## config.mk

```make
export PLATFORM = sky130hd
export DESIGN_NAME = pcdl_ctrl
export DESIGN_NICKNAME = d
export VERILOG_FILES = /design/src/inc/pcdl_pkg.sv /design/src/inc/pcdl_inj_if.sv /design/src/hdl/pcdl_ctrl.sv /design/src/hdl/pcdl_oneshot.sv /design/src/hdl/pcdl_stp_len.sv
export SDC_FILE = /design/constraint.sdc
export NUM_CORES = 1
export LEC_CHECK = 0
export BUFFER_PORTS_ARGS = -buffer_cell sky130_fd_sc_hd__buf_2
export CAP_MARGIN = 10
export CORE_MARGIN = 2
export CORE_UTILIZATION = 47
export DETAILED_ROUTE_END_ITERATION = 16
export PLACE_DENSITY = 0.84
export SLEW_MARGIN = 15
export SYNTH_ARGS = -nofsm -noshare
export SYNTH_HDL_FRONTEND = slang
export SYNTH_SLANG_ARGS = --single-unit
```

## constraint.sdc

```tcl
create_clock -name hclk -period 2.3 [get_ports hclk]
set_input_delay 0.46 -clock hclk [delete_from_list [all_inputs] [get_ports hclk]]
set_output_delay 0.46 -clock hclk [all_outputs]
set_load 0.02 [all_outputs]
```

## src/inc/pcdl_pkg.sv

```systemverilog
// Purpose: Shared constants for the link layer debug control block
// Assumes: 32-bit AHB-Lite register access, byte addresses below
// Notes: All fields reset to zero

package pcdl_pkg;

  // Register byte offsets
  localparam int ADDR_W = 12;
  localparam logic [11:0] OFS_ACK = 12'h384;
  localparam logic [11:0] OFS_TX = 12'h38C;
  localparam logic [11:0] OFS_CTRL = 12'h390;
  localparam logic [11:0] OFS_STAT = 12'h394;

  // Reset values and writable masks
  localparam logic [31:0] RST_ACK = 32'h0000_0000;
  localparam logic [31:0] RST_TX = 32'h0000_0000;
  localparam logic [31:0] RST_CTRL = 32'h0000_0000;
  localparam logic [31:0] MASK_ACK = 32'h0000_0001;
  localparam logic [31:0] MASK_TX = 32'h87FF_07FF;
  localparam logic [31:0] MASK_CTRL = 32'h0377_7177;

  // Field positions
  localparam int ACK_RATE_BIT = 0;
  localparam int STP_EN_BIT = 31;
  localparam int STP_NEW_LSB = 16;
  localparam int STP_MATCH_LSB = 0;
  localparam int LEN_W = 11;
  localparam int PFX_PAR_BIT = 25;
  localparam int EARLY_FWD_OFF_BIT = 24;
  localparam int GAP_BIT = 22;
  localparam int MALF_BIT = 21;
  localparam int LCRC_BIT = 20;
  localparam int GATE_OFF_BIT = 18;
  localparam int TLP_INH_BIT = 17;
  localparam int ACKNAK_INH_BIT = 16;
  localparam int POST_REP_OFF_BIT = 14;
  localparam int POST_HDL_OFF_BIT = 13;
  localparam int POST_ARM_BIT = 12;
  localparam int PRE_ARM_BIT = 8;
  localparam int DBL_REP_OFF_BIT = 6;
  localparam int DBL_HDL_OFF_BIT = 5;
  localparam int DBL_ARM_BIT = 4;
  localparam int SGL_REP_OFF_BIT = 2;
  localparam int SGL_CORR_OFF_BIT = 1;
  localparam int SGL_ARM_BIT = 0;
  localparam int STAT_POST_PAR_BIT = 19;

  // One-shot injector slots
  localparam int INJ_N = 9;
  localparam int INJ_STP = 0;
  localparam int INJ_PFX = 1;
  localparam int INJ_GAP = 2;
  localparam int INJ_MALF = 3;
  localparam int INJ_LCRC = 4;
  localparam int INJ_POST = 5;
  localparam int INJ_PRE = 6;
  localparam int INJ_DBL = 7;
  localparam int INJ_SGL = 8;

  // Framing length pieces in dwords, then header and sequence widths and sequence step
  localparam logic [LEN_W-1:0] STP_TOKEN_DW = 11'h001;
  localparam logic [LEN_W-1:0] LCRC_DW = 11'h001;
  localparam int HDR_W = 3;
  localparam logic [31:0] SEQ_STEP = 32'h0000_0001;
  localparam int SEQ_W = 12;

  // Link rate code
  typedef enum logic [1:0] {RATE_2G5, RATE_5G, RATE_8G, RATE_16G} pcdl_rate_type;

endpackage : pcdl_pkg

```

## src/inc/pcdl_inj_if.sv

```systemverilog
// Purpose: Carries injector arm levels, take strobes and pending flags
// Assumes: One clock domain
// Notes: ctrl side drives arm and take, shot side reports pending
`timescale 1ns/1ps

interface pcdl_inj_if #(parameter int N = 9);
  logic [N-1:0] arm;
  logic [N-1:0] take;
  logic [N-1:0] pending;
  modport ctrl (output arm, output take, input pending);
  modport shot (input arm, input take, output pending);
endinterface : pcdl_inj_if

```

## src/hdl/pcdl_ctrl.sv

```systemverilog
// Purpose: Link layer debug and error control registers with injectors
// Assumes: AHB-Lite slave at 40 MHz, zero wait state, single words
// Notes: Strobe outputs qualify the beat they arrive with
// What this block does
// - Control bit doubles acknowledgement rate
// - Override enable edge latches pending length request
// - Matching TLP gets replacement STP length
// - Length counts token, header, payload, ECRC, LCRC
// - Override ignored at 2.5 and 5G
// - Prefix parity edge injects on next TLP
// - Early forwarding unless disable bit set
// - Gap edge drops one valid inside TLP
// - Malformed edge deletes next TLP end
// - LCRC edge inverts bit 0 at end
// - Block TLPs while link down unless disabled
// - TLP inhibit bumps received sequence number
// - ACK/NAK inhibit discards those DLLPs
// - Report disable suppresses post-sequence parity reports
// - Parity-errored TLPs nullified unless handling disabled
// - Post-sequence parity edge injects next TLP
// - Pre-sequence parity edge injects next TLP
// - Double-bit report disable suppresses reporting
// - Double-bit handling nullifies replayed TLPs
// - Double-bit edge corrupts next RAM write
// - Single-bit correction off means uncorrectable
// - Single-bit edge corrupts next RAM write
// - Sticky post-sequence parity flag, write one clears
//
// Our own choice: the AHB-Lite slave port.
`timescale 1ns/1ps

module pcdl_ctrl (
  // Clock and reset
  input wire logic hclk,
  input wire logic hresetn,
  // AHB-Lite slave
  input wire logic hsel,
  input wire logic [pcdl_pkg::ADDR_W-1:0] haddr,
  input wire logic [1:0] htrans,
  input wire logic hwrite,
  input wire logic [2:0] hsize,
  input wire logic [31:0] hwdata,
  input wire logic hready,
  output logic hreadyout,
  output logic hresp,
  output logic [31:0] hrdata,
  // Link state
  input wire pcdl_pkg::pcdl_rate_type link_rate,
  input wire logic link_up_indication,
  // Transmit TLP stream
  input wire logic tx_tlp_start,
  input wire logic tx_tlp_end,
  input wire logic tx_in_tlp,
  input wire logic tx_word_valid_in,
  input wire logic [pcdl_pkg::HDR_W-1:0] tx_hdr_dw,
  input wire logic [pcdl_pkg::LEN_W-1:0] tx_payload_dw,
  input wire logic tx_ecrc_present,
  output logic link_tx_word_valid,
  output logic tx_tlp_end_out,
  output logic lcrc_bit0_invert,
  output logic [pcdl_pkg::LEN_W-1:0] stp_len_field,
  output logic stp_len_valid,
  // Transmit parity injection and handling
  output logic prefix_parity_fault,
  output logic pre_seq_parity_fault,
  output logic post_seq_parity_fault,
  input wire logic post_seq_parity_err,
  output logic post_seq_parity_nullify,
  output logic post_seq_parity_report,
  // Replay buffer ECC
  input wire logic replay_ram_write,
  output logic replay_single_flip,
  output logic replay_double_flip,
  input wire logic replay_single_err,
  input wire logic replay_double_err,
  output logic replay_single_correct,
  output logic replay_err_nullify,
  output logic replay_double_report,
  output logic replay_single_report,
  // Receive path
  input wire logic rx_tlp_valid,
  input wire logic [pcdl_pkg::SEQ_W-1:0] rx_tlp_seq,
  output logic rx_tlp_accept,
  output logic [pcdl_pkg::SEQ_W-1:0] rx_tlp_seq_out,
  input wire logic rx_acknak_valid,
  output logic rx_acknak_accept,
  output logic rx_early_forward_en,
  // Acknowledge scheduling
  output logic ack_double_rate
);
  import pcdl_pkg::*;

  logic [31:0] ack_ctrl_reg;
  logic [31:0] tx_ovr_reg;
  logic [31:0] err_ctrl_reg;
  logic post_seq_parity_flag;
  logic [ADDR_W-1:0] addr_reg;
  logic wr_pend_reg;
  logic addr_phase;
  logic stp_take;
  logic [31:0] rd_value;

  pcdl_inj_if #(.N(INJ_N)) inj ();

  // Zero wait state, always OKAY
  assign hreadyout = 1'b1;
  assign hresp = 1'b0;
  assign addr_phase = hsel & htrans[1] & hready;

  // Capture address phase for a following write
  always_ff @(posedge hclk or negedge hresetn) begin
    if (!hresetn) begin
      addr_reg <= '0;
      wr_pend_reg <= 1'b0;
    end else begin
      wr_pend_reg <= addr_phase & hwrite;
      if (addr_phase) begin
        addr_reg <= haddr;
      end
    end
  end

  // Read mux; unmapped words read zero
  always_comb begin
    rd_value = 32'h0000_0000;
    if (haddr == OFS_ACK) begin
      rd_value = ack_ctrl_reg;
    end else if (haddr == OFS_TX) begin
      rd_value = tx_ovr_reg;
    end else if (haddr == OFS_CTRL) begin
      rd_value = err_ctrl_reg;
    end else if (haddr == OFS_STAT) begin
      rd_value[STAT_POST_PAR_BIT] = post_seq_parity_flag;
    end
  end

  // Read data taken at address phase, stands in data phase
  always_ff @(posedge hclk or negedge hresetn) begin
    if (!hresetn) begin
      hrdata <= 32'h0000_0000;
    end else if (addr_phase & ~hwrite) begin
      hrdata <= rd_value;
    end
  end

  // Control register writes; reserved bits stay zero
  always_ff @(posedge hclk or negedge hresetn) begin
    if (!hresetn) begin
      ack_ctrl_reg <= RST_ACK;
      tx_ovr_reg <= RST_TX;
      err_ctrl_reg <= RST_CTRL;
    end else if (wr_pend_reg) begin
      if (addr_reg == OFS_ACK) begin
        ack_ctrl_reg <= hwdata & MASK_ACK;
      end else if (addr_reg == OFS_TX) begin
        tx_ovr_reg <= hwdata & MASK_TX;
      end else if (addr_reg == OFS_CTRL) begin
        err_ctrl_reg <= hwdata & MASK_CTRL;
      end
    end
  end

  // Sticky status; detection wins over a same-cycle clear
  always_ff @(posedge hclk or negedge hresetn) begin
    if (!hresetn) begin
      post_seq_parity_flag <= 1'b0;
    end else if (post_seq_parity_report) begin
      post_seq_parity_flag <= 1'b1;
    end else if (wr_pend_reg && addr_reg == OFS_STAT && hwdata[STAT_POST_PAR_BIT]) begin
      post_seq_parity_flag <= 1'b0;
    end
  end

  // Arm levels straight from the register bits
  assign inj.arm[INJ_STP] = tx_ovr_reg[STP_EN_BIT];
  assign inj.arm[INJ_PFX] = err_ctrl_reg[PFX_PAR_BIT];
  assign inj.arm[INJ_GAP] = err_ctrl_reg[GAP_BIT];
  assign inj.arm[INJ_MALF] = err_ctrl_reg[MALF_BIT];
  assign inj.arm[INJ_LCRC] = err_ctrl_reg[LCRC_BIT];
  assign inj.arm[INJ_POST] = err_ctrl_reg[POST_ARM_BIT];
  assign inj.arm[INJ_PRE] = err_ctrl_reg[PRE_ARM_BIT];
  assign inj.arm[INJ_DBL] = err_ctrl_reg[DBL_ARM_BIT];
  assign inj.arm[INJ_SGL] = err_ctrl_reg[SGL_ARM_BIT];

  pcdl_oneshot #(.N(INJ_N)) u_oneshot (
    .hclk(hclk),
    .hresetn(hresetn),
    .inj(inj)
  );

  pcdl_stp_len u_stp_len (
    .hclk(hclk),
    .hresetn(hresetn),
    .tx_tlp_start(tx_tlp_start),
    .tx_hdr_dw(tx_hdr_dw),
    .tx_payload_dw(tx_payload_dw),
    .tx_ecrc_present(tx_ecrc_present),
    .link_rate(link_rate),
    .override_pending(inj.pending[INJ_STP]),
    .override_match(tx_ovr_reg[STP_MATCH_LSB +: LEN_W]),
    .override_new(tx_ovr_reg[STP_NEW_LSB +: LEN_W]),
    .override_take(stp_take),
    .stp_len_field(stp_len_field),
    .stp_len_valid(stp_len_valid)
  );

  // Consume each pending request at its opportunity
  assign inj.take[INJ_STP] = stp_take;
  assign inj.take[INJ_PFX] = inj.pending[INJ_PFX] & tx_tlp_start;
  assign inj.take[INJ_GAP] = inj.pending[INJ_GAP] & tx_in_tlp & tx_word_valid_in;
  assign inj.take[INJ_MALF] = inj.pending[INJ_MALF] & tx_tlp_end;
  assign inj.take[INJ_LCRC] = inj.pending[INJ_LCRC] & tx_tlp_end;
  assign inj.take[INJ_POST] = inj.pending[INJ_POST] & tx_tlp_start;
  assign inj.take[INJ_PRE] = inj.pending[INJ_PRE] & tx_tlp_start;
  assign inj.take[INJ_DBL] = inj.pending[INJ_DBL] & replay_ram_write;
  assign inj.take[INJ_SGL] = inj.pending[INJ_SGL] & replay_ram_write;

  // Transmit corruptions on the consuming beat
  assign prefix_parity_fault = inj.take[INJ_PFX];
  assign post_seq_parity_fault = inj.take[INJ_POST];
  assign pre_seq_parity_fault = inj.take[INJ_PRE];
  // A one-cycle hole may underflow the physical layer
  assign link_tx_word_valid = tx_word_valid_in & ~inj.take[INJ_GAP];
  assign tx_tlp_end_out = tx_tlp_end & ~inj.take[INJ_MALF];
  assign lcrc_bit0_invert = inj.take[INJ_LCRC];
  // Flips only show if that TLP is later replayed
  assign replay_double_flip = inj.take[INJ_DBL];
  assign replay_single_flip = inj.take[INJ_SGL];

  // Parity handling and reporting, prefix errors included
  assign post_seq_parity_nullify = post_seq_parity_err & ~err_ctrl_reg[POST_HDL_OFF_BIT];
  assign post_seq_parity_report = post_seq_parity_err & ~err_ctrl_reg[POST_REP_OFF_BIT];

  // Replay ECC: single-bit demoted when correction is off
  assign replay_single_correct = replay_single_err & ~err_ctrl_reg[SGL_CORR_OFF_BIT];
  assign replay_err_nullify = (replay_double_err | (replay_single_err & err_ctrl_reg[SGL_CORR_OFF_BIT]))
                              & ~err_ctrl_reg[DBL_HDL_OFF_BIT];
  assign replay_double_report = (replay_double_err | (replay_single_err & err_ctrl_reg[SGL_CORR_OFF_BIT]))
                                & ~err_ctrl_reg[DBL_REP_OFF_BIT];
  assign replay_single_report = replay_single_correct & ~err_ctrl_reg[SGL_REP_OFF_BIT];

  // Receive path gating
  assign rx_tlp_accept = rx_tlp_valid & (err_ctrl_reg[GATE_OFF_BIT] | link_up_indication);
  // Seen as one past the expected number, so the partner replays
  assign rx_tlp_seq_out = err_ctrl_reg[TLP_INH_BIT] ? rx_tlp_seq + SEQ_STEP[SEQ_W-1:0] : rx_tlp_seq;
  assign rx_acknak_accept = rx_acknak_valid & ~err_ctrl_reg[ACKNAK_INH_BIT];
  assign rx_early_forward_en = ~err_ctrl_reg[EARLY_FWD_OFF_BIT];
  assign ack_double_rate = ack_ctrl_reg[ACK_RATE_BIT];

endmodule : pcdl_ctrl

```

## src/hdl/pcdl_oneshot.sv

```systemverilog
// Purpose: Rising-edge one-shot request latches, one per injector
// Assumes: arm comes from a register on the same clock
// Notes: A new edge in the cycle of a take keeps the request
`timescale 1ns/1ps

module pcdl_oneshot #(
  parameter int N = 9
) (
  // Clock and reset
  input wire logic hclk,
  input wire logic hresetn,
  // Injector carrier
  pcdl_inj_if.shot inj
);

  logic [N-1:0] arm_prev_reg;
  logic [N-1:0] pend_reg;

  assign inj.pending = pend_reg;

  // Per-slot edge detect and pending latch
  genvar gi;
  generate
    for (gi = 0; gi < N; gi++) begin : g_slot
      always_ff @(posedge hclk or negedge hresetn) begin
        if (!hresetn) begin
          arm_prev_reg[gi] <= 1'b0;
          pend_reg[gi] <= 1'b0;
        end else begin
          arm_prev_reg[gi] <= inj.arm[gi];
          // Set beats take so a fresh edge is never lost
          pend_reg[gi] <= (inj.arm[gi] & ~arm_prev_reg[gi]) | (pend_reg[gi] & ~inj.take[gi]);
        end
      end
    end
  endgenerate

endmodule : pcdl_oneshot

```

## src/hdl/pcdl_stp_len.sv

```systemverilog
// Purpose: Computes the framed TLP length for the 128b/130b STP token
// Assumes: Header and payload sizes valid with tx_tlp_start
// Notes: Override applies only at 8G and above
`timescale 1ns/1ps

module pcdl_stp_len (
  // Clock and reset
  input wire logic hclk,
  input wire logic hresetn,
  // TLP description at start
  input wire logic tx_tlp_start,
  input wire logic [pcdl_pkg::HDR_W-1:0] tx_hdr_dw,
  input wire logic [pcdl_pkg::LEN_W-1:0] tx_payload_dw,
  input wire logic tx_ecrc_present,
  input wire pcdl_pkg::pcdl_rate_type link_rate,
  // Override control
  input wire logic override_pending,
  input wire logic [pcdl_pkg::LEN_W-1:0] override_match,
  input wire logic [pcdl_pkg::LEN_W-1:0] override_new,
  // Results
  output logic override_take,
  output logic [pcdl_pkg::LEN_W-1:0] stp_len_field,
  output logic stp_len_valid
);
  import pcdl_pkg::*;

  logic [LEN_W-1:0] computed_len;
  logic framed_rate;

  // Token, header, payload, ECRC, LCRC; EDB never counted
  assign computed_len = STP_TOKEN_DW + LEN_W'(tx_hdr_dw) + tx_payload_dw
                        + LEN_W'(tx_ecrc_present) + LCRC_DW;
  // Lower rates carry no length, so the override is ignored
  assign framed_rate = (link_rate == RATE_8G) || (link_rate == RATE_16G);
  assign override_take = tx_tlp_start & framed_rate & override_pending
                         & (computed_len == override_match);

  // Field register, replaced when the override fires
  always_ff @(posedge hclk or negedge hresetn) begin
    if (!hresetn) begin
      stp_len_field <= '0;
      stp_len_valid <= 1'b0;
    end else begin
      stp_len_valid <= tx_tlp_start & framed_rate;
      if (tx_tlp_start) begin
        stp_len_field <= override_take ? override_new : computed_len;
      end
    end
  end

endmodule : pcdl_stp_len

```

After elaboration in Yosys (flattened, before gate mapping)
Cells that the tools add are included.
{ "classes": {"addsub": 5, "eq_ne": 11, "mux": 10, "n_bitwise": 85, "n_reduce_logical": 7} }
{ "ops": {"columns": ["operator", "n"], "rows": [
  ["$eq A12 B10 Y1 const B", 8],
  ["$mux W32", 2],
  ["$and A1 B1 Y1", 45],
  ["$not A1 Y1", 29],
  ["$mux W19", 1],
  ["$add A12 B1 Y12 const B", 1],
  ["$mux W12", 1],
  ["$add A11 B1 Y11", 1],
  ["$add A11 B1 Y11 const B", 1],
  ["$add A11 B11 Y11", 1],
  ["$eq A11 B11 Y1", 1],
  ["$mux W11", 1],
  ["$or A1 B1 Y1", 11],
  ["$mux W6", 1],
  ["$add A1 B3 Y4 const A", 1],
  ["$eq A2 B2 Y1 const B", 2],
  ["$mux W1", 4],
  ["$reduce_and A4 Y1", 1],
  ["$reduce_and A3 Y1", 1],
  ["$logic_and A1 B1 Y1", 2],
  ["$reduce_and A2 Y1", 1],
  ["$reduce_bool A2 Y1", 1],
  ["$logic_or A1 B1 Y1", 1]
]} }
{ "word_totals": {"register_bits": 118, "out_inout_bits": 76, "elab_cells": 145} }

Longest topological paths before layout
Gate-level depths: netlist of the first run.
{ "logic_depth": {"ltp_word": 9, "ltp_mapped": 13} }

By module
Synthesis of the first run repeated with hierarchy kept, for this count alone.
{ "hier_totals": {"hier_cells": 507, "area_unflattened_um2": 5689.2} }
{ "by_module_without_submodules": {"columns": ["mod", "n_inst", "cells_each", "area_per_inst_um2", "seq_area_each_um2"], "rows": [
  ["pcdl_ctrl", 1, 319, 3802.4, 2052.0],
  ["pcdl_stp_len", 1, 143, 1256.2, 300.3],
  ["pcdl_oneshot", 1, 45, 630.6, 450.4]
]} }

Least setup slack after synthesis of the first run
OpenSTA, ideal clock, no wires.
{ "synth_timing": {"path_kind": "input to register", "from": "in tx_hdr_dw[0] (netlist name)", "to": "reg u_stp_len.stp_len_field[1] (netlist name)", "setup_time_ns": 0.118, "arrival_time_ns": 3.154, "required_time_ns": 2.182, "slack_ns": -0.972, "cell_stages": 11, "path_buffers": 1, "cell_sequence": "ha_1 > ha_1 > fa_1 > xor2_1 > a2111oi_2 > o2111ai_1 > a2111oi_2 > nand4_1 > buf_6 > mux2i_1 > a21o_1"} }
{ "synth_via": {"elab_chain_len": 7} }
{ "synth_rtl": {"columns": ["item", "line", "rtl"], "rows": [
  ["start: declaration", "pcdl_ctrl.sv:55", "input wire logic [pcdl_pkg::HDR_W-1:0] tx_hdr_dw,"],
  ["$add A1 B3 Y4 *", "pcdl_stp_len.sv:31", "assign computed_len = STP_TOKEN_DW + LEN_W'(tx_hdr_dw) + tx_payload_dw"],
  ["$add A11 B11 Y11 *", "pcdl_stp_len.sv:31", null],
  ["$add A11 B1 Y11 * (2 in series)", "pcdl_stp_len.sv:32", "+ LEN_W'(tx_ecrc_present) + LCRC_DW;"],
  ["$eq A11 B11 Y1", "pcdl_stp_len.sv:36", "& (computed_len == override_match);"],
  ["$and A1 B1 Y1", "pcdl_stp_len.sv:36", null],
  ["$mux W11 *", "pcdl_stp_len.sv:46", "stp_len_field <= override_take ? override_new : computed_len;"],
  ["end signal: assignment", "pcdl_stp_len.sv:46", null],
  ["end: declaration", "pcdl_stp_len.sv:22", "output logic [pcdl_pkg::LEN_W-1:0] stp_len_field,"]
]} }
Every way passes the cells marked *; elsewhere a longest branch is shown, timed or not.
A chain may end at the register's enable or synchronous reset.

Worst setup path after layout of the first run
{ "layout_timing": {"from": "in tx_hdr_dw[0] (netlist name)", "to": "reg u_stp_len.stp_len_field[0] (netlist name)"} }
The elaborated chain is that of the path after synthesis.

==> metrics, run 1 <==
HP Class=input port to async pin; leak pwr=3.74 nW; CP max-delay cell=a2111oi_2; count leader, synth=dfrtp_1; Critical R2R Capture=u_stp_len.stp_len_field[9]; core area=between 10000 and 15000 um2; pin slew with the least headroom to its limit=0.592 ns; GRT overflow=0; Setup crit end kind=register; Root Buffer=clkbuf_16; # IOs=170; Final Power=5.12 mW; Syn-to-layout area delta=31.6%; final WL=approximately 16 mm; Crit Path Class=input port to register; clock network power share=a little under a third; Slew Limit Headroom=60.5%; register area share after synthesis=approximately 48%; dpl hpwl=12.3 mm; failing checks=negative setup slack; Crit path max-delay family=compound AO/OA/AOI/OAI gates; Residual DRC=0; Largest stage delay, worst path=~0.35 ns; dpl ws=-1.00 ns; Fin. Hold Viols=0; Vias=4960; full die area=between 10000 and 15000 um2; R2R depth=7; fin crit share=125%; first-pass GRT wire length=25.5 mm; post-synth top area share=48.1%; Async SR Flop Fraction=100%; antenna viol nets, final=0; largest area contributor in the netlist=dfrtp_1; top post-synthesis cells by count=112 x dfrtp_1, 58 x nand2_1, 54 x mux2_2, 46 x nor2_1, 29 x inv_1; Tot GR Track Use=24.8%; Slew Limit Fails=0; area of the mapped netlist=5830 um2; vias in the first global route=just under 5000; r2r setup slk=-0.02 ns; worst reg2reg startpoint=tx_ovr_reg[8]; clock tree buffer depth=2; CTS H-Tree Depth=3; largest net degree at the start of global routing=43; share of cells above drive strength 1=42.8%; setup violators final=12; initial antenna violation count=0; fin util=63.6%; max reg flops=26; diode count=0; Detailed Routing Iterations Pass 1=5; Pwr Density=667 nW/um2; Worst Path Arrival=3.11 ns; synth warn=0; Initial Util=48.3%; Clock Latency Late Sink=0.35 ns; num rows=40; Max Cap Viol=0; Internal=around 3.6 mW; Final GP Congestion=0.868; post-synthesis register bit count=112; Final Non-Filler Cells=918; outcome=finished, violations left; Post-CTS Hold Buffers=0; synthesized instance count=553; # clock sinks=112; nets@finish=851; Final Hold Slack=slightly above 0.1 ns; CP dominant cell by count=ha_4; CP Max Fanout=7; Post-Place Cells=~900; Port Buffers=150; number of flops mapped to enable cells by yosys=0; CP bufs+invs=3; crit path cell chain=buf_8 -> ha_4 -> xor2_2 -> ha_1 -> ha_4 -> a21o_4 -> buf_4 -> a21oi_2 -> a21oi_1 -> a2111oi_2 -> nand4_1 -> buf_6 -> mux2i_1 -> a21o_1; Fin Clk Skew=0.00633 ns; post-synthesis area per instance=10.5 um2; chip height=115 um; FMAX=348 MHz; minimum clock period=2.87 ns; drt initial violations=between 300 and 400; worst IR drop on VDD=0.441 mV; CP required=around 2.5 ns; RSZ-0062 raised after global routing=yes; routed len/inst=17.5 um; switch share=30.2%; Comb power frac=roughly 24%; P_sw=1.55 mW; Clock transition at path regs=0.07 ns; Via density=5.40; die width=115 um; CTS tree=built; CTS buffer count=9; crit start category=input port; sequential share of power=between 40 and 50%; Netlist cell types=68; PnR worst setup slack=-0.570 ns; most used flip-flop cell after synthesis=dfrtp_1; largest cells by area after synthesis=dfrtp_1 48%, mux2_2 10%, nand2_1 3.7%, nor2_1 3.0%, a221oi_1 2.7%
==> cell usage in the layout, fill, tap and decap left out, types with 4 or more instances in the layout <==
master,synthesis,final
nor2_1,46,45
and2_1,8,8
o221ai_2,0,6
a221oi_1,18,17
nand2_1,58,58
dfrtp_1,112,111
clkbuf_16,0,9
conb_1,2,8
xor2_1,15,13
nand3_1,27,27
o21ai_0,5,4
nand2b_1,6,6
o22ai_1,5,5
nor2b_1,9,9
xnor2_1,16,15
buf_12,0,4
ha_1,11,6
a31oi_1,6,6
a2111oi_2,2,4
buf_4,11,57
a21oi_1,9,8
mux2_2,54,54
nand4_1,5,5
inv_1,29,28
ha_4,0,5
a21o_1,7,6
mux2i_1,5,5
buf_2,6,148
==> through the flow <==
stage          cell area [um2]  TNS [ns]
3_3_place_gp              7180    -10.60
2_1_floorplan             5930     -7.25
6_report                  7670     -6.35
4_1_cts                   7610     -5.86
5_1_grt                   7670     -7.74
3_5_place_dp              7180    -11.30
==> power by group through the flow <==
| stage | sequential (mW) | combinational [mW] | clock [mW] |
|---|---|---|---|
| floorplan | 2.39 | 0.598 | 0 |
| global placement | 2.32 | 1.16 | 0 |
| detailed placement | 2.33 | 1.18 | 0 |
| CTS | 2.29 | 1.22 | 1.61 |
| global route | 2.31 | 1.34 | 1.69 |
| finish | 2.29 | 1.23 | 1.59 |
==> cells by family after synthesis <==
group / share of synthesized area (%)
compound gates: 11.4
xor+xnor: 5.05
fa+ha+maj: 2.71
buf+inv: 5.54
flops: 48.1
mux: 11.3
other cells: 0.129
simple gates: 15.8
==> worst register-to-register path: stages (launching register included) <==
cell,delay (ns)
dfrtp_1,0.49
xnor2_1,0.28
a222oi_1,0.15
a311o_1,0.34
a2111o_1,0.33
and4bb_1,0.31
nand3_4,0.15
o221ai_2,0.18
==> layer usage <==
layer  GRT usage, %  wire length (um)
met4           8.67               422
met5              0                 0
met2           41.6              8050
met3           4.80               930
met1           32.1              6620
==> worst max path at each step <==
stage / startpoint / endpoint / slack (ns) / cells past startpoint
6_report: tx_hdr_dw[0] / u_stp_len.stp_len_field[0] / -0.57 / 14
5_1_grt: tx_hdr_dw[0] / u_stp_len.stp_len_field[5] / -0.68 / 12
4_1_cts: tx_hdr_dw[0] / u_stp_len.stp_len_field[0] / -0.54 / 12
3_5_place_dp: tx_hdr_dw[0] / u_stp_len.stp_len_field[0] / -1.00 / 13
3_3_place_gp: tx_hdr_dw[0] / u_stp_len.stp_len_field[0] / -0.93 / 12
2_1_floorplan: tx_hdr_dw[0] / u_stp_len.stp_len_field[1] / -0.66 / 12
==> what timing repair did <==
| action | 4_1_cts | 5_1_grt |
|---|---|---|
| endpoints found under the setup margin | 12 | 28 |
| cloned | 1 | 0 |
| pin swaps | 8 | 0 |
| gates resized for setup | 21 | 7 |
| setup buffers | 1 | 2 |
==> final cells by class <==
cell class | count | area [um2]
fillers | 971 | 4390
multi-input cells | 380 | 2950
flip-flops and latches | 112 | 2800
repair buffers | 212 | 1290
clock buffers | 9 | 225
well taps | 168 | 210
inverters | 30 | 113
clock inverters | 7 | 81.3
(Power assumes the default switching activity.)
==> run 2, diff against run 1 <==
Settings changed: ABC_AREA set to 1, PLACE_DENSITY 0.84 to 0.85.
==> metrics, run 2 <==
post-synthesis area per instance=slightly below 8 um2; core area=12000 um2; CP Max Fanout=6; most frequent cells in the layout=196 x nand2_1, 143 x buf_2, 112 x dfrtp_1; largest cells by area after synthesis=dfrtp_1 49%, nand2_1 13%, inv_1 7.1%, o21ai_0 7.0%, nand3_1 5.9%; Max Cap Viol=0; Crit path max-delay family=simple AND/OR/NAND/NOR gates; WL met1=~6.6 mm; Port Buffers=150; Clock transition at path regs=0.08 ns; largest area contributor in the netlist=dfrtp_1; CTS buffer count=9; CP required=2.55 ns; GRT overflow=0; Netlist cell types=33; Final Non-Filler Cells=roughly 1100; diode count=0; RSZ-0062 raised after global routing=yes; Fin. Hold Viols=0; final WL=15.3 mm; fin crit share=118%; Syn-to-layout area delta=31.2%; fin util=62.9%; Final Cell Area=7520 um2; die width=114 um; first-pass GRT wire length=24.4 mm; Setup crit end kind=register; number of flops mapped to enable cells by yosys=0; commonest non-fill, non-tap cell in the layout=nand2_1; max reg flops=26; setup violators final=14; CTS H-Tree Depth=3; worst IR drop on VDD=roughly 0.41 mV; Slew Limit Fails=0; Detailed Routing Iterations Pass 1=5; dpl hpwl=11.2 mm; num rows=40; Initial Util=47.9%; Worst Path Arrival=2.97 ns; Via density=5.08; minimum clock period=2.72 ns; crit start category=input port; HP Class=input port to async pin; post-synthesis register bit count=112; post-synth top area share=48.9%; synth warn=0; nets@finish=1028; Residual DRC=0; Pwr Density=607 nW/um2; FMAX=368 MHz; Fin Clk Skew=0.0115 ns; Final GP Congestion=0.886; met2 wire length=7.25 mm; Post-Place Cells=1043; antenna viol nets, final=0; register area share after synthesis=around 49%; vias in the first global route=5173; share of cells above drive strength 1=between 20% and 30%; chip height=114 um; synthesized instance count=725; most used flip-flop cell after synthesis=dfrtp_1; Tot GR Track Use=24.0%; Slew Limit Headroom=between 60% and 70%; PnR worst setup slack=-0.418 ns; count leader, synth=nand2_1; CP dominant cell by count=nand2_1; # clock sinks=112; pin slew with the least headroom to its limit=0.521 ns; Root Buffer=clkbuf_16; failing checks=negative setup slack; Final Hold Slack=0.0116 ns; CTS tree=built; top post-synthesis cells by count=197 x nand2_1, 112 x dfrtp_1, 108 x inv_1, 80 x o21ai_0, 68 x nand3_1; drt initial violations=approximately 270; CP bufs+invs=3; DR top layer=met5; Crit Path Class=input port to register; # IOs=170; Placed Area=6910 um2; largest net degree at the start of global routing=58; setup TNS=-4.78 ns; clock tree buffer depth=2; Vias=5447; routed len/inst=roughly 14 um; Clock Latency Late Sink=0.36 ns; met3 WL=1.09 mm; CP max-delay cell=fa_2; area of the mapped netlist=5730 um2; initial antenna violation count=1; outcome=finished, violations left; Async SR Flop Fraction=100%; Largest stage delay, worst path=0.60 ns; crit path cell chain=buf_8 -> ha_4 -> ha_4 -> fa_2 -> inv_2 -> nand2_1 -> nand2_1 -> nor2_1 -> nand2_1 -> nor2_1 -> nand3_1 -> nor2_1 -> nand2_1 -> nor2_4 -> buf_6 -> nand3_2 -> nand3_2 -> nand2_1; leak pwr=between 4 and 5 nW; full die area=13100 um2
==> run 2: cell count changes after synthesis, sizes merged, moves of 7 or more <==
cell	before	now
nand2	58	203
inv	29	109
o21ai	5	80
mux2	54	7
nand3	28	70
a221oi	18	0
xnor2	16	2
nor2b	9	0
a21o	8	0
and2	8	0
buf	21	13
nor2	46	39
==> run 2: cell families after synthesis <==
group	after synthesis	share of synthesized area, %
compound gates	102	9.47
xor+xnor	12	1.83
fa+ha+maj	12	2.75
buf+inv	137	9.82
flops	112	48.9
mux	7	1.38
other cells	2	0.131
simple gates	341	25.7
==> run 2: layer usage <==
metal | up-vias | GRT usage, %
met2 | 185 | 39.0
met5 | - | 0
met1 | 2532 | 30.8
met4 | 2 | 7.07
met3 | 28 | 7.62
li1 | 2700 | -
==> run 2: report_power, final <==
part | internal (mW) | total (mW) | switching [mW]
clock network | 0.840 | 1.55 | 0.709
registers | 2.05 | 2.11 | 0.0529
logic | 0.389 | 0.911 | 0.522
total | 3.28 | 4.57 | 1.28
==> run 2: layout make-up <==
type	count	area, um2
well taps	147	184
repair buffers	207	1250
multi-input cells	483	2600
flip-flops and latches	112	2800
clock inverters	4	52.6
fillers	1015	4440
clock buffers	10	229
inverters	109	409
==> run 2: path summary, 6_finish.rpt <==
path,depth (start not counted),end,startpoint,slack (ns)
min,1,err_ctrl_reg[5],hresetn,0.01
min in group hclk,2,err_ctrl_reg[12],hwdata[12],0.33
max,18,u_stp_len.stp_len_field[3],tx_hdr_dw[1],-0.42
min reg2reg,0,u_oneshot.arm_prev_reg[0],tx_ovr_reg[31],0.38
max in group asynchronous,2,hrdata[10],hresetn,1.68
max reg2reg,6,err_ctrl_reg[13],addr_reg[11],0.43
==> run 2: through the flow <==
stage | total power, mW | setup WS [ns]
detailed placement | 2.92 | -0.662
finish | 4.57 | -0.418
floorplan | 2.57 | -0.299
CTS | 4.54 | -0.286
global placement | 2.91 | -0.594
global route | 4.79 | -0.491
==> run 2: repair_timing <==
item                                    in CTS  in global routing
pin swaps                                   23                 19
resized for setup                           28                 19
endpoints found under the setup margin      16                 17
buffers inserted                             9                  4
hold buffers                                 0                  0
gates cloned                                 1                  1
==> run 3, diff against run 2 <==
Settings changed: CELL_PAD_IN_SITES_DETAIL_PLACEMENT set to 0, CELL_PAD_IN_SITES_GLOBAL_PLACEMENT set to 2, CORE_UTILIZATION 47 to 26, PLACE_DENSITY 0.85 to 0.84.
==> metrics, run 3 (synthesized netlist as in run 2, its figures left out) <==
chip height=152 um; outcome=finished, violations left; GRT overflow=0; switch share=roughly 28%; crit start category=input port; Final Hold Slack=0.0240 ns; CP max-delay cell=fa_2; pin slew with the least headroom to its limit=0.650 ns; crit path cell chain=buf_6 -> ha_4 -> ha_4 -> fa_2 -> inv_2 -> buf_4 -> buf_4 -> buf_4 -> buf_4 -> buf_4 -> buf_4 -> buf_4 -> buf_4 -> buf_4 -> nand2_2 -> nand3_1 -> nand2_1; CP Max Fanout=2; largest net degree at the start of global routing=between 40 and 50; nets@finish=1030; Largest stage delay, worst path=0.60 ns; PnR worst setup slack=-0.395 ns; antenna viol nets, final=0; Detailed Routing Iterations Pass 1=4; most frequent cells in the layout=191 x nand2_1, 142 x buf_2, 111 x dfrtp_1; Fin Clk Skew=0.0115 ns; Post-CTS Hold Buffers=0; P_sw=1.35 mW; CTS tree=built; Multi-input gate area=2610 um2; core area=between 20000 and 25000 um2; final WL=about 17 mm; share of cells above drive strength 1=30.6%; first-pass GRT wire length=27.9 mm; worst IR drop on VDD=slightly above 0.3 mV; Syn-to-layout area delta=35.7%; Slew Limit Headroom=56.6%; leak pwr=~4.4 nW; Clock Latency Late Sink=0.36 ns; die width=between 150 and 200 um; Clock transition at path regs=0.08 ns; minimum clock period=2.69 ns; initial antenna violation count=1; Pwr Density=616 nW/um2; max reg flops=26; Worst Path Arrival=2.99 ns; HP Class=input port to async pin; R2R depth=6; CP required=2.60 ns; r2r setup slk=between 0.4 and 0.5 ns; Port Buffers=150; fin crit share=117%; dpl hpwl=between 10 and 15 mm; Final GP Congestion=0.790; FF+latch area=2800 um2; clock tree buffer depth=2; commonest non-fill, non-tap cell in the layout=nand2_1; failing checks=negative setup slack; CP dominant cell by count=buf_4; Comb power frac=19.0%; Fillers=approximately 2300; clock network power share=36.9%; Slew Limit Fails=0; Setup crit end kind=register; Root Buffer=clkbuf_16; Fin. Hold Viols=0; diode count=0; # clock sinks=112; routed len/inst=14.1 um; Via density=around 4.4; num rows=54; RSZ-0062 raised after global routing=yes; Final Non-Filler Cells=1209; full die area=23300 um2; fin util=35.8%; Max Cap Viol=0; Crit Path Class=input port to register; FMAX=around 370 MHz; setup violators final=12; # IOs=170; Tot GR Track Use=15.0%; Vias=5265; Internal=roughly 3.4 mW; Residual DRC=0; drt initial violations=about 260; CTS H-Tree Depth=3; Post-Place Cells=1178; Initial Util=between 20% and 30%; setup TNS=-3.84 ns; vias in the first global route=5261; sequential share of power=44.1%; CTS buffer count=9
run 3: cell count changes in the layout (fill, tap and decap cells not counted), sizes merged:
cell,before,now
clkinv,1,2
bufinv,1,2
buf,207,209
run 3: power groups by stage:
| stage | sequential (mW) | combinational (mW) | clock, mW |
|---|---|---|---|
| 2_1_floorplan | 2.17 | 0.400 | 0 |
| 3_3_place_gp | 2.15 | 0.800 | 0 |
| 3_5_place_dp | 2.15 | 0.803 | 0 |
| 4_1_cts | 2.11 | 0.890 | 1.84 |
| 5_1_grt | 2.12 | 1.02 | 1.90 |
| 6_report | 2.11 | 0.913 | 1.77 |
run 3: cell type report:
cell class	count	area share, %
clock buffers	10	3.07
clock inverters	6	1.27
multi-input cells	483	33.6
repair buffers	209	16.3
flip-flops and latches	112	36.0
well taps	280	4.50
inverters	109	5.26
run 3: what timing repair did:
item | CTS | global route
setup endpoints to repair | 17 | 16
buffers inserted | 11 | 2
pin swaps | 30 | 24
gates cloned | 1 | 1
resized for setup | 34 | 23
run 3: metrics by stage:
| stage | power, mW | area (um2) | setup slack (ns) |
|---|---|---|---|
| after floorplan | 2.57 | 5790 | -0.299 |
| after global placement | 2.95 | 7100 | -0.674 |
| after detailed placement | 2.96 | 7100 | -0.697 |
| after CTS | 4.85 | 7690 | -0.274 |
| after global routing | 5.05 | 7780 | -0.485 |
| final | 4.79 | 7780 | -0.395 |
run 3: layer usage:
layer	global-route usage, %	part of all wire [%]
met1	20.5	48
met2	24.6	46
met3	4.15	6.1
met4	2.29	0.67
met5	0	0.064
run 3: final timing paths:
kind / endpoint / start
worst min-delay path: err_ctrl_reg[16] / hresetn
min in group hclk: wr_pend_reg / hwrite
worst max register to register: err_ctrl_reg[14] / addr_reg[11]
worst max-delay path: u_stp_len.stp_len_field[1] / tx_hdr_dw[1]
worst min register to register: u_oneshot.arm_prev_reg[0] / tx_ovr_reg[31]
max in group asynchronous: tx_ovr_reg[26] / hresetn
run 3: critical path: cells and delay by family:
| family | cells | cell delay [ns] |
|---|---|---|
| buffers and inverters | 11 | 1.24 |
| adder cells (fa/ha/maj) | 3 | 1.09 |
| AND/OR/NAND/NOR | 3 | 0.20 |
